[config.mk]
export PLATFORM = sky130hd
export DESIGN_NAME = pphp_host_port
export DESIGN_NICKNAME = d
export VERILOG_FILES = /design/src/pphp_pkg.sv /design/src/pphp_host_port.sv
export SDC_FILE = /design/constraint.sdc
export NUM_CORES = 1
export LEC_CHECK = 0
export ABC_AREA = 1
export BUFFER_PORTS_ARGS = -buffer_cell sky130_fd_sc_hd__buf_2
export CAP_MARGIN = 20
export CORE_MARGIN = 8
export CORE_UTILIZATION = 44
export CTS_CLUSTER_SIZE = 8
export DETAILED_ROUTE_END_ITERATION = 8
export PLACE_DENSITY = 0.7
export SYNTH_ARGS = -nofsm -noshare
export SYNTH_HDL_FRONTEND = slang
export SYNTH_SLANG_ARGS = --single-unit
[constraint.sdc]
create_clock -name clk -period 1.6 [get_ports clk]
set_input_delay 0.24 -clock clk [delete_from_list [all_inputs] [get_ports clk]]
set_output_delay 0.24 -clock clk [all_outputs]
set_load 0.05 [all_outputs]
[src/pphp_pkg.sv]
// Package for the parallel host port: widths, states and timing counts.
// Assumes a single 25 MHz core clock domain.
package pphp_pkg;
  localparam int CLK_PERIOD_NS = 40;
  localparam int ADDR_W = 7;
  localparam int DATA_W = 8;
  // Cycles in the wait state from access detection to the core request (register access latency)
  localparam int ACCESS_LAT = 2;
  localparam logic [ADDR_W-1:0] ADDR_RST = 7'h00;
  localparam logic [DATA_W-1:0] DATA_RST = 8'h00;
  // Clock supervision window in core cycles without a latch-input falling edge
  localparam int SUPV_TIMEOUT = 256;
  typedef enum logic [3:0] {
    PPHP_IDLE = 4'b0001,
    PPHP_WAIT = 4'b0010,
    PPHP_DONE = 4'b0100,
    PPHP_HOLD = 4'b1000
  } pphp_state_e;
endpackage

[src/pphp_host_port.sv]
// Parallel host port: strap-selected strobe style and bus muxing, register
// access handshake toward the core, open-drain interrupt and ready.
// Assumes all pins are synchronous to clk; core answers reads in the request cycle.
//
// Contract
// - Strap low: separate read/write strobes, else strobe+direction
// - Strap low: multiplexed bus, else separate buses
// - Selected only while both selects low
// - Dedicated address lines used only demultiplexed
// - Shared lines carry address then data
// - Muxed address captured at latch-strobe falling edge
// - Latch input clocks internal clock supervision
// - Separate style: read strobe low means read
// - Separate style: write strobe low means write; the code takes both strobes low as a read
// - Direction style: data strobe times every access
// - Direction input high read, low write
// - Interrupt pulled low to request service
// - Ready only after read data valid
// - Ready once write accepted
// - Power-on reset forces all state to defaults
`timescale 1ns/1ns
module pphp_host_port
#(
  parameter int SUPV_LIMIT = pphp_pkg::SUPV_TIMEOUT
)
(
  input wire logic clk,
  input wire logic rst_n,
  input wire logic clkEn,
  input wire logic power_on_reset_n,
  input wire logic host_style_strap,
  input wire logic bus_mux_strap,
  input wire logic select_a_n,
  input wire logic select_b_n,
  input wire logic [pphp_pkg::ADDR_W-1:0] dedicated_address_lines,
  input wire logic [pphp_pkg::DATA_W-1:0] sharedIn,
  output logic [pphp_pkg::DATA_W-1:0] sharedOut,
  output logic sharedOe,
  input wire logic addrLatch,
  input wire logic read_or_data_strobe_n,
  input wire logic writeOrDir,
  output logic intOut,
  output logic intOe,
  output logic rdyOut,
  output logic rdyOe,
  input wire logic coreIrq,
  output logic coreReq,
  output logic coreWrite,
  output logic [pphp_pkg::ADDR_W-1:0] coreAddr,
  output logic [pphp_pkg::DATA_W-1:0] coreWdata,
  input wire logic [pphp_pkg::DATA_W-1:0] coreRdata,
  output logic clockFail
);
  import pphp_pkg::*;

  localparam logic [7:0] LAT_MAX = 8'(ACCESS_LAT - 1);
  localparam int SW = $clog2(SUPV_LIMIT + 1);

  pphp_state_e state_q, state_d;
  logic [ADDR_W-1:0] muxAddr_q;
  logic [DATA_W-1:0] rdData_q;
  logic [7:0] lat_q;
  logic latchPrev_q;
  logic [SW-1:0] supv_q;
  logic clockFail_q;
  logic accRead_q;

  wire resetAll = !rst_n || !power_on_reset_n;
  wire selected = !select_a_n && !select_b_n;
  wire dirStyle = host_style_strap;
  wire demuxed = bus_mux_strap;
  wire sepRead = !dirStyle && !read_or_data_strobe_n;
  wire sepWrite = !dirStyle && !writeOrDir;
  wire dsActive = dirStyle && !read_or_data_strobe_n;
  wire dirRead = dsActive && writeOrDir;
  wire dirWrite = dsActive && !writeOrDir;
  wire isRead = selected && (sepRead || dirRead);
  wire isWrite = selected && (sepWrite || dirWrite) && !isRead;
  wire strobeOn = isRead || isWrite;
  wire latchFall = latchPrev_q && !addrLatch;
  // Dedicated lines ignored when multiplexed
  wire [ADDR_W-1:0] accAddr = demuxed ? dedicated_address_lines : muxAddr_q;
  wire latDone = lat_q >= LAT_MAX;

  always_comb
  begin
    state_d = state_q;
    unique case (state_q)
      PPHP_IDLE:
        if (strobeOn)
        begin
          state_d = PPHP_WAIT;
        end
      PPHP_WAIT:
        if (!strobeOn)
        begin
          state_d = PPHP_IDLE;
        end
        else if (latDone)
        begin
          state_d = PPHP_DONE;
        end
      PPHP_DONE:
        state_d = PPHP_HOLD;
      PPHP_HOLD:
        if (!strobeOn)
        begin
          state_d = PPHP_IDLE;
        end
    endcase
  end

  always_ff @(posedge clk)
  begin
    if (resetAll)
    begin
      state_q <= PPHP_IDLE;
      lat_q <= 8'h00;
      accRead_q <= 1'b0;
    end
    else if (clkEn)
    begin
      state_q <= state_d;
      lat_q <= (state_q == PPHP_WAIT) ? lat_q + 8'h01 : 8'h00;
      if (state_q == PPHP_IDLE)
      begin
        accRead_q <= isRead;
      end
    end
  end

  // Address phase on shared lines, data phase follows
  always_ff @(posedge clk)
  begin
    if (resetAll)
    begin
      muxAddr_q <= ADDR_RST;
      latchPrev_q <= 1'b0;
    end
    else if (clkEn)
    begin
      latchPrev_q <= addrLatch;
      if (!demuxed && latchFall)
      begin
        muxAddr_q <= sharedIn[ADDR_W-1:0];
      end
    end
  end

  // Read data captured from core before ready
  always_ff @(posedge clk)
  begin
    if (resetAll)
    begin
      rdData_q <= DATA_RST;
    end
    else if (clkEn && state_q == PPHP_DONE && accRead_q)
    begin
      rdData_q <= coreRdata;
    end
  end

  // Supervision: latch input must keep toggling
  always_ff @(posedge clk)
  begin
    if (resetAll)
    begin
      supv_q <= '0;
      clockFail_q <= 1'b0;
    end
    else if (clkEn)
    begin
      if (latchFall)
      begin
        supv_q <= '0;
        clockFail_q <= 1'b0;
      end
      else if (supv_q == SW'(SUPV_LIMIT))
      begin
        clockFail_q <= 1'b1;
      end
      else
      begin
        supv_q <= supv_q + SW'(1);
      end
    end
  end

  assign coreReq = (state_q == PPHP_DONE);
  assign coreWrite = coreReq && !accRead_q;
  assign coreAddr = accAddr;
  assign coreWdata = sharedIn;
  assign sharedOut = rdData_q;
  assign sharedOe = isRead && accRead_q && (state_q == PPHP_HOLD);
  assign rdyOut = 1'b0;
  assign rdyOe = (state_q == PPHP_HOLD) && strobeOn;
  assign intOut = 1'b0;
  assign intOe = coreIrq && !resetAll;
  assign clockFail = clockFail_q;
endmodule

# After elaboration in Yosys (flattened, before gate mapping)
# Index checks and enable logic that the tools add are counted.
[op_classes]
n_addsub = 2
muxes = 11
reduce_logical = 40
n_eq_ne = 9
magnitude_cmp = 1
[op_table]
columns = ["operator", "count"]
rows = [
  ["1-bit logical AND", 18],
  ["9-bit two-way mux", 2],
  ["4-bit two-way mux", 4],
  ["4-bit case mux with 4 select lines", 1],
  ["1-bit logical NOT", 12],
  ["9-bit by 1-bit adder with 9-bit output (second input constant)", 1],
  ["9-bit == test (second input constant)", 1],
  ["8-bit by 1-bit adder with 8-bit output (second input constant)", 1],
  ["8-bit by 1-bit >= comparator with 1-bit output (second input constant)", 1],
  ["8-bit two-way mux", 1],
  ["2-bit AND reduction", 4],
  ["7-bit two-way mux", 1],
  ["2-bit inequality test (second input constant)", 3],
  ["4-bit by 1-bit == test with 1-bit output (second input constant)", 1],
  ["4-bit by 2-bit == test with 1-bit output (second input constant)", 1],
  ["4-bit by 3-bit == test with 1-bit output (second input constant)", 1],
  ["4-bit == test (second input constant)", 1],
  ["1-bit logical OR", 4],
  ["4-bit AND reduction", 1],
  ["3-bit inequality test (second input constant)", 1],
  ["1-bit two-way mux", 2],
  ["2-bit nonzero test", 1],
]
[totals]
regBits = 39
in_bits = 35
elab_cells = 71
out_inout_bits = 31

# Longest topological paths before layout
# Gate-level depths: netlist of the first run.
[depth]
ltp_word = 10
depth_mapped = 11
depth_no_buf = 11

# Least setup slack after synthesis of the first run
# OpenSTA, ideal clock, no wires.
[synth_path]
path_type = "register to output"
startpoint = "reg state_q[2]"
endpoint = "out coreWrite"
slack_ps = -544
path_stages_with_launch = 3
arrival_time_ps = 1904
t_required_ps = 1360
path_buffers = 0
path_cell_list = "dfxtp_1 > inv_2 > nor4_1"
[synth_between]
elab_chain_len = 2
[synth_lines]
columns = ["element", "line_no", "text"]
rows = [
  ["start, declared", "pphp_host_port.sv:59", "pphp_state_e state_q, state_d;"],
  ["start signal, assigned", "pphp_host_port.sv:123", "state_q <= state_d;"],
  ["4-bit by 3-bit == test with 1-bit output", "pphp_host_port.sv:189", "assign coreReq = (state_q == PPHP_DONE);"],
  ["1-bit logical AND", "pphp_host_port.sv:190", "assign coreWrite = coreReq && !accRead_q;"],
  ["end, declared", "pphp_host_port.sv:48", "output logic coreWrite,"],
]
# Every way passes these cells.

# Worst setup path after layout of the first run
[layout_path]
startpoint = "reg state_q[1]"
endpoint = "out coreReq"
[layout_between]
elab_chain_len = 1
[layout_lines]
columns = ["element", "line_no", "text"]
rows = [
  ["4-bit by 3-bit == test with 1-bit output", "pphp_host_port.sv:189", ""],
  ["end, declared", "pphp_host_port.sv:47", "output logic coreReq,"],
]
# Every way passes these cells.

==> reports/qor.yml, run 1 <==
worst_setup_path:
  critical_path_class: "reg2out"
  worstPathRequired_ps: 1360
  cp-end-kind: "primary output"
  slowest_delay_ps: 340
  cp_max_fo: 4
  path_cells: "inv_2, nand2_4, nor3_4, buf_2"
  critPathBufInv: 2
  cp.arrival_ps: 1280
  worst_setup_path_start_kind: "register"
  crit_family: "buffers and inverters"
  slowest_stage: "dfxtp_1"
clock_network:
  post_cts_buffers: 0
  cts_tree: "yes"
  cts_buffers: 5
  root_buffer: "clkbuf_8"
  clk_latency_ps: 290
  h-tree-depth: 2
  clockBufferDepth: 2
  postCtsHoldBufs: 0
  clkTransAtPathRegs_ps: 80
  cts_sinks: 39
detailed_routing:
  wirelength_mm: 4.73
  drc_errors: 0
  ant_nets: 0
  detail_route.wl_per_cell_um: 11.3
  first_pass_iters: 4
  drt_first_iter_violations: 107
  vias_per_cell: 4.78
  vias: 2004
yosys:
  ys_ff_latch: 39
  synthCells: 305
  yosysWarnings: 0
  synthDistinctLibCells: 31
  synth.avg_cell_area_um2: 6.97
  netlist_top_cells_count: "60 x nand2_1, 49 x nor2_1, 39 x dfxtp_1"
  synth_edf_count: 0
  netlist_area_um2: 2120
  ys_seq_area_share_pct: 36.7
  synth_async_sr_flop_share_pct: 0
  yosys_most_used_dff: "dfxtp_1"
  synth_top_cell_by_area: "dfxtp_1"
  synthTopCellsByArea: "dfxtp_1 37%, nand2_1 11%, nor2_1 8.7%, inv_1 6.2%, a21oi_1 4.7%"
  synth_top_area_share_pct: 36.7
  synthMostInstantiatedCell: "nand2_1"
timing:
  skew_ps: 5.50
  maxSlewViolCount: 0
  fin_hold_ws_ps: 181
  period_minus_slack_ps: 1520
  finalHoldViolations: 0
  setup_violations: 0
  finalCritPeriodShare_pct: 94.8
  setup-tns-final_ps: 0
  rsz0062_at_grt: "yes"
  max_freq_mhz: 659
global_routing:
  grt_overflow_total: 0
  grt_pass1_vias: 1868
  grt_max_degree: 17
  grt_pass1_wl_mm: 8.05
  antenna_found_initial: 0
  grt.total_usage_pct: 13.1
cells_and_area:
  nets: 404
  drive_above_1_share_pct: 29.3
  n_antenna_cell: 0
  stdcell_area_um2: 2570
  multi_input_area_um2: 1090
  n_fill_cell: 471
  area_delta_synth_final_pct: 21.0
  finalNonFillerCells: 419
  seq_area_um2: 782
worst_hold_path:
  holdCritPathClass: "in2reg"
place:
  dpl.hpwl_mm: 3.64
  port_buffers: 61
  placed_area_um2: 2440
  routabilityCongestion: 0.835
  dp_cells: 411
floorplanning:
  core-area_um2: 4690
  die_area_um2: 7310
  num_rows: 25
  num_io_pins: 66
  die_h_um: 85.5
  start_util_pct: 45.3
  fp.dieW_um: 85.5
flow_run:
  drv_cap: 0
power_and_ir_drop:
  ir_drop_uv: 543
  p_leak_uw: 0.00118
  power_density_nw_per_um2: 809
  total_power_uw: 2080
run_status:
  status: "finished, final reports clean"
==> cell type report <==
cell class	instances	share of cell area [%]
inverter	41	5.99
multi-input combinational	210	42.5
clock inverter	3	1.70
timing repair buffer	67	14.1
tap	54	2.63
clock buffer	5	2.68
sequential	39	30.4
==> registers in the layout (all words and copies together), names as in the netlist <==
name and cells:
muxAddr_q 7, supv_q 9, state_q 4, clockFail 1, lat_q 8, sharedOut 8
accRead_q 1, latchPrev_q 1
==> cells by family after synthesis <==
group	count (synthesis)	synth area share (%)
AOI/OAI and AO/OA	47	12.7
xor gates and xnor gates	5	2.06
adders and majority gates	5	2.94
buffers and inverters	57	12.4
DFF	39	36.7
other	1	0.177
and+or+nand+nor	151	32.9
==> worst reg2reg max path: stages, from the launching register on <==
cell	delay, ps
dfxtp_1	340
inv_2	80
nand2_4	80
nor3_4	180
nand3_2	290
o21ai_0	270
a21oi_1	60
==> repair_timing <==
action / 4_1_cts / 5_1_grt
pin swaps: 0 / 0
gates resized for setup: 3 / 4
setup endpoints to repair: 2 / 2
==> layer usage <==
layer | vias to the layer above | track usage [%] | share of wire, %
met2 | 53 | 21.3 | 43
met5 | - | 0 | 0
met4 | 0 | 3.03 | 0.66
met3 | 4 | 5.21 | 7.1
met1 | 876 | 15.7 | 49
li1 | 1071 | - | -
==> worst paths after layout <==
kind / from / end / slack (ps) / depth (start not counted)
worst max-delay path: state_q[1] / coreReq / 80 / 4
worst min register to register: sharedOut[0] / sharedOut[0] / 440 / 2
worst max register to register: state_q[1] / sharedOut[1] / 180 / 6
worst min-delay path: sharedIn[3] / muxAddr_q[3] / 180 / 3
==> report_power, final <==
part	internal (µW)	switching, µW
Clock	464	359
Combinational	83.2	189
Sequential	977	7.14
==> layout by cell type (no fill, tap or decap), drive strengths merged <==
master and n:
nand2 64, bufinv 1, o21ai 22, nor3 4, clkinv 2, xnor2 1, nor2 55, buf 67
a211oi 2, a21oi 23, inv 41, nand4 5, clkbuf 5, xor2 4, ha 5, or2 1
nor4 1, dfxtp 39, and3 2, nand3 19, conb 2
==> stage by stage <==
step / setup slack [ps] / util [%]
finish: 82.8 / 54.8
CTS: 32.1 / 54.6
floorplan: 6.52 / -
detailed placement: 136 / 52.1
global placement: 192 / 52.1
global route: -7.72 / 54.8
(Power assumes the default switching activity.)
==> run 2: changes to the inputs <==
--- a/config.mk
+++ b/config.mk
@@ -13,6 +13,7 @@
 export CTS_CLUSTER_SIZE = 8
 export DETAILED_ROUTE_END_ITERATION = 8
 export PLACE_DENSITY = 0.7
+export SETUP_SLACK_MARGIN = 0.1
 export SYNTH_ARGS = -nofsm -noshare
 export SYNTH_HDL_FRONTEND = slang
 export SYNTH_SLANG_ARGS = --single-unit
==> reports/qor.yml, run 2 (same netlist as run 1, synthesis figures left out) <==
cells_and_area:
  n_fill_cell: 464  # -1.5%
  multi_input_area_um2: 1100  # +0.92%
  drive_above_1_share_pct: 30.9  # +1.6 points
  stdcell_area_um2: 2580  # +0.54%
  finalNonFillerCells: 420  # +0.24%
  regMostFlops: "supv_q"
  final_common_cell: "nand2_1"
  nets: 407  # +0.74%
  seq_area_um2: 788  # +0.80%
  n_antenna_cell: 0  # unchanged
  final_cell_mix: "60 x nand2_1, 57 x buf_2, 47 x nor2_1, 35 x inv_1, 33 x dfxtp_1"
  area_delta_synth_final_pct: 21.7
  post-route-util_pct: 55.1  # +0.29 points
  largest_reg_flops: 9  # unchanged
clock_network:
  h-tree-depth: 2  # unchanged
  cts_buffers: 5  # unchanged
  cts_sinks: 39  # unchanged
  cts_tree: "yes"
  clkTransAtPathRegs_ps: 70  # about the same
  root_buffer: "clkbuf_8"
  clk_latency_ps: 300  # about the same
  clockBufferDepth: 2  # unchanged
worst_setup_path:
  worstPathRequired_ps: 1360  # about the same
  r2r-start: "supv_q[1]"
  critical_path_class: "reg2out"
  cp_max_fo: 4  # unchanged
  cp-end-kind: "primary output"
  cp.arrival_ps: 1240  # -40 ps
  regToRegEndpoint: "supv_q[8]"
  worst_setup_path_start_kind: "register"
  ff2ff_setup_slack_ps: 240  # +60 ps
  ff2ff_path_depth: 10  # +4
detailed_routing:
  vias: 2001  # -0.15%
  drt_first_iter_violations: 105  # -1.9%
  ant_nets: 0  # unchanged
  detail_route.wl_per_cell_um: 11.4  # +1.0%
  drc_errors: 0  # unchanged
  vias_per_cell: 4.76  # -0.39%
  wirelength_mm: 4.79  # +1.3%
  first_pass_iters: 4  # unchanged
floorplanning:
  fp.dieW_um: 85.5  # unchanged
  die_area_um2: 7310  # unchanged
  core-area_um2: 4690  # unchanged
  die_h_um: 85.5  # unchanged
  start_util_pct: 45.3  # unchanged
  num_rows: 25  # unchanged
  num_io_pins: 66  # unchanged
timing:
  rsz0062_at_grt: "yes"
  setup-tns-final_ps: 0  # unchanged
  skew_ps: 4.56  # -0.936 ps
  finalCritPeriodShare_pct: 92.3  # -2.5 points
  max_freq_mhz: 677  # +2.7%
  setup_violations: 0  # unchanged
  period_minus_slack_ps: 1480  # -39.9 ps
  finalHoldViolations: 0  # unchanged
  maxSlewViolCount: 0  # unchanged
place:
  dp_cells: 413  # +0.49%
  routabilityCongestion: 0.841  # +0.74%
  port_buffers: 61  # unchanged
  placed_area_um2: 2460  # +0.77%
  dpl.hpwl_mm: 3.75  # +3.0%
global_routing:
  grt_pass1_wl_mm: 8.32  # +3.3%
  grt_overflow_total: 0  # unchanged
  antenna_found_initial: 0  # unchanged
  grt_pass1_vias: 1898  # +1.6%
  grt.total_usage_pct: 13.8  # +0.68 points
  grt_max_degree: 17  # unchanged
worst_hold_path:
  whs_endpoint: "muxAddr_q[5]"
  whs_path_depth: 3  # unchanged
  holdCritPathClass: "in2reg"
  hp-start: "sharedIn[5]"
power_and_ir_drop:
  total_power_uw: 1890  # -8.9%
  p_leak_uw: 0.00118  # -0.16%
  ir_drop_uv: 489  # -10%
  power_density_nw_per_um2: 733  # -9.4%
flow_run:
  drv_cap: 0  # unchanged
run_status:
  status: "finished, final reports clean"
-- run 2: per-layer routing --
metal  track usage [%]  up-vias  wire length [µm]  part of all wire, %
met5                 0        -                 0                    0
met2              21.2       58              2030                   42
met4              6.85        0                74                  1.5
met3              4.15        8               333                  7.0
li1                  -     1074                 -                    -
met1              17.0      861              2350                   49
-- run 2: per-stage QoR --
step	setup slack, ps	hold WS [ps]
after floorplan	14.5	375
after global placement	204	427
after detailed placement	149	432
after CTS	113	174
after global routing	57.0	178
final	123	178
-- run 2: layout make-up --
class	count	share of cell area [%]
clock buffer	5	2.66
sequential	39	30.5
multi-input combinational	210	42.6
inverter	41	6.05
timing repair buffer	70	15.2
clock inverter	1	0.290
tap	54	2.61
-- run 2: timing repair --
item | CTS | global route
setup endpoints to repair | 4 | 13
pin swaps | 1 | 0
gates cloned | 0 | 0
buffers inserted | 1 | 0
gates resized for setup | 9 | 5
hold buffers | 0 | 0
-- run 2: how the worst max path moves through the flow --
stage / start / cells after the start / to / slack (ps)
floorplan: state_q[1] / 7 / sharedOut[6] / 10
global placement: select_b_n / 6 / sharedOe / 200
detailed placement: select_b_n / 6 / sharedOe / 150
CTS: state_q[1] / 5 / sharedOe / 110
global route: state_q[3] / 5 / rdyOe / 60
finish: state_q[0] / 5 / sharedOe / 120
-- run 2: power breakdown --
group          internal (µW)  leakage (µW)  total (µW)  switching [µW]
logic                   86.4      0.000829         277             190
clock network            289     0.0000361         633             343
registers                978      0.000317         985            6.93
total                   1350       0.00118        1890             540
-- run 2: worst max-delay path: stages, from the launching register on --
cell and delay (ps):
dfxtp_2 330, inv_2 80, nand2_4 70, nor2_2 120
and3_1 180, buf_6 160
==> run 3: changes to the inputs <==
--- a/config.mk
+++ b/config.mk
@@ -9,10 +9,10 @@
 export BUFFER_PORTS_ARGS = -buffer_cell sky130_fd_sc_hd__buf_2
 export CAP_MARGIN = 20
 export CORE_MARGIN = 8
-export CORE_UTILIZATION = 44
+export CORE_UTILIZATION = 51
 export CTS_CLUSTER_SIZE = 8
 export DETAILED_ROUTE_END_ITERATION = 8
-export PLACE_DENSITY = 0.7
+export PLACE_DENSITY = 0.8
 export SETUP_SLACK_MARGIN = 0.1
 export SYNTH_ARGS = -nofsm -noshare
 export SYNTH_HDL_FRONTEND = slang
==> reports/qor.yml, run 3 (same netlist as run 1, synthesis figures left out) <==
worst_setup_path:
  path_cells: "inv_4, nand2_4, nor2_4, and3_4, buf_8"
  critical_path_class: "reg2out"
  critPathBufInv: 2  # unchanged
  slowest_stage: "dfxtp_2"
  cp.depth: 5  # unchanged
  ff2ff_path_depth: 9  # -1
  cp.arrival_ps: 1260  # +20 ps
  r2r-start: "supv_q[1]"
  slowest_delay_ps: 340  # about the same
  regToRegEndpoint: "supv_q[3]"
  worst_setup_path_start_kind: "register"
  cp_max_fo: 4  # unchanged
  ff2ff_setup_slack_ps: 220  # -20 ps
  crit_family: "simple AND/OR/NAND/NOR gates"
  cp-end-kind: "primary output"
  worstPathRequired_ps: 1360  # about the same
detailed_routing:
  detail_route.wl_per_cell_um: 11.9  # +3.9%
  vias_per_cell: 4.89  # +2.6%
  drc_errors: 0  # unchanged
  drt_first_iter_violations: 73  # -30%
  first_pass_iters: 4  # unchanged
  wirelength_mm: 4.99  # +4.2%
  ant_nets: 0  # unchanged
  vias: 2057  # +2.8%
cells_and_area:
  area_delta_synth_final_pct: 24.1
  final_cell_mix: "58 x nand2_1, 57 x buf_2, 47 x nor2_1, 34 x inv_1, 34 x dfxtp_1"
  final_common_cell: "nand2_1"
  drive_above_1_share_pct: 32.3  # +1.5 points
  post-route-util_pct: 65.9  # +11 points
  regMostFlops: "supv_q"
  n_antenna_cell: 0  # unchanged
  stdcell_area_um2: 2640  # +2.0%
  nets: 410  # +0.74%
  largest_reg_flops: 9  # unchanged
clock_network:
  cts_buffers: 5  # unchanged
  clk_latency_ps: 290  # about the same
  cts_tree: "yes"
  clkTransAtPathRegs_ps: 80  # about the same
  postCtsHoldBufs: 0  # unchanged
  h-tree-depth: 2  # unchanged
  clockBufferDepth: 2  # unchanged
  cts_sinks: 39  # unchanged
  root_buffer: "clkbuf_8"
worst_hold_path:
  whs_path_depth: 3  # unchanged
  whs_endpoint: "muxAddr_q[6]"
  holdCritPathClass: "in2reg"
  hp-start: "sharedIn[6]"
timing:
  fin_hold_ws_ps: 189  # +11.1 ps
  setup-tns-final_ps: 0  # unchanged
  finalHoldViolations: 0  # unchanged
  max_freq_mhz: 665  # -1.8%
  period_minus_slack_ps: 1500  # +27.5 ps
  skew_ps: 14.9  # +10.3 ps
  rsz0062_at_grt: "yes"
  setup_violations: 0  # unchanged
  maxSlewViolCount: 0  # unchanged
  finalCritPeriodShare_pct: 94.0  # +1.7 points
power_and_ir_drop:
  p_leak_uw: 0.00120  # +1.9%
  power_density_nw_per_um2: 722  # -1.5%
  ir_drop_uv: 453  # -7.4%
global_routing:
  grt.total_usage_pct: 15.4  # +1.6 points
  grt_pass1_wl_mm: 8.18  # -1.7%
  antenna_found_initial: 0  # unchanged
  grt_pass1_vias: 1946  # +2.5%
  grt_overflow_total: 0  # unchanged
  grt_max_degree: 17  # unchanged
place:
  port_buffers: 61  # unchanged
  dpl.hpwl_mm: 3.97  # +5.8%
  routabilityCongestion: 0.866  # +2.9%
  placed_area_um2: 2470  # +0.41%
floorplanning:
  fp.dieW_um: 80.5  # -5.8%
  num_io_pins: 66  # unchanged
  start_util_pct: 53.1  # +7.8 points
  core-area_um2: 4000  # -15%
  die_h_um: 80.5  # -5.8%
  num_rows: 23  # -8.0%
  die_area_um2: 6490  # -11%
run_status:
  status: "finished, final reports clean"
flow_run:
  drv_cap: 0  # unchanged
## run 3: changes by cell type in the layout (fill, tap and decap cells not counted), sizes merged
cell	delta
buf	+3
clkbuf	+2
clkinvlp	-1
clkinv	+1
## run 3: final cells by class
class	count	area, µm²
Clock inverter	1	5.00
Multi-Input combinational cell	210	1130
Inverter	41	156
Fill cell	368	1360
Clock buffer	7	76.3
Timing Repair Buffer	73	420
Tap cell	50	62.6
Sequential cell	39	790
## run 3: power by group
group | total (µW) | switching [µW] | internal [µW]
Sequential | 983 | 5.84 | 977
Combinational | 282 | 193 | 89.2
Clock | 638 | 332 | 306
Total | 1900 | 531 | 1370
## run 3: worst max path at each step
stage | start | end | slack, ps
2_1_floorplan | state_q[1] | sharedOut[6] | 10
3_3_place_gp | select_b_n | sharedOe | 120
3_5_place_dp | select_b_n | sharedOe | 120
4_1_cts | state_q[2] | rdyOe | 110
5_1_grt | state_q[2] | sharedOe | 50
6_report | state_q[2] | sharedOe | 100
## run 3: worst register-to-register path, stage by stage (launching register included)
cell,delay (ps)
dfxtp_1,400
inv_1,60
ha_1,200
nand3_2,110
nor2_4,60
nand2_4,100
nand2_4,70
inv_2,110
nand2_1,60
a21oi_1,150
## run 3: per-stage QoR
step           total power, µW  setup WS, ps  std cells
2_1_floorplan             1210          14.5        306
3_3_place_gp              1280           121        411
3_5_place_dp              1280           116        411
4_1_cts                   1920           108        419
5_1_grt                   2000          54.6        421
6_report                  1900          95.2        421
## run 3: routing by layer
layer | track usage, % | up-vias | part of all wire (%)
li1 | - | 1083 | -
met1 | 18.3 | 898 | 44
met2 | 25.0 | 65 | 47
met3 | 5.02 | 11 | 7.1
met4 | 6.18 | 0 | 1.9
met5 | 0 | - | 0
## run 3: repair_timing
item,in CTS,in global routing
pin swaps,1,2
buffers inserted,0,2
gates resized for setup,9,14
hold endpoints to repair,0,0
endpoints found under the setup margin,3,9
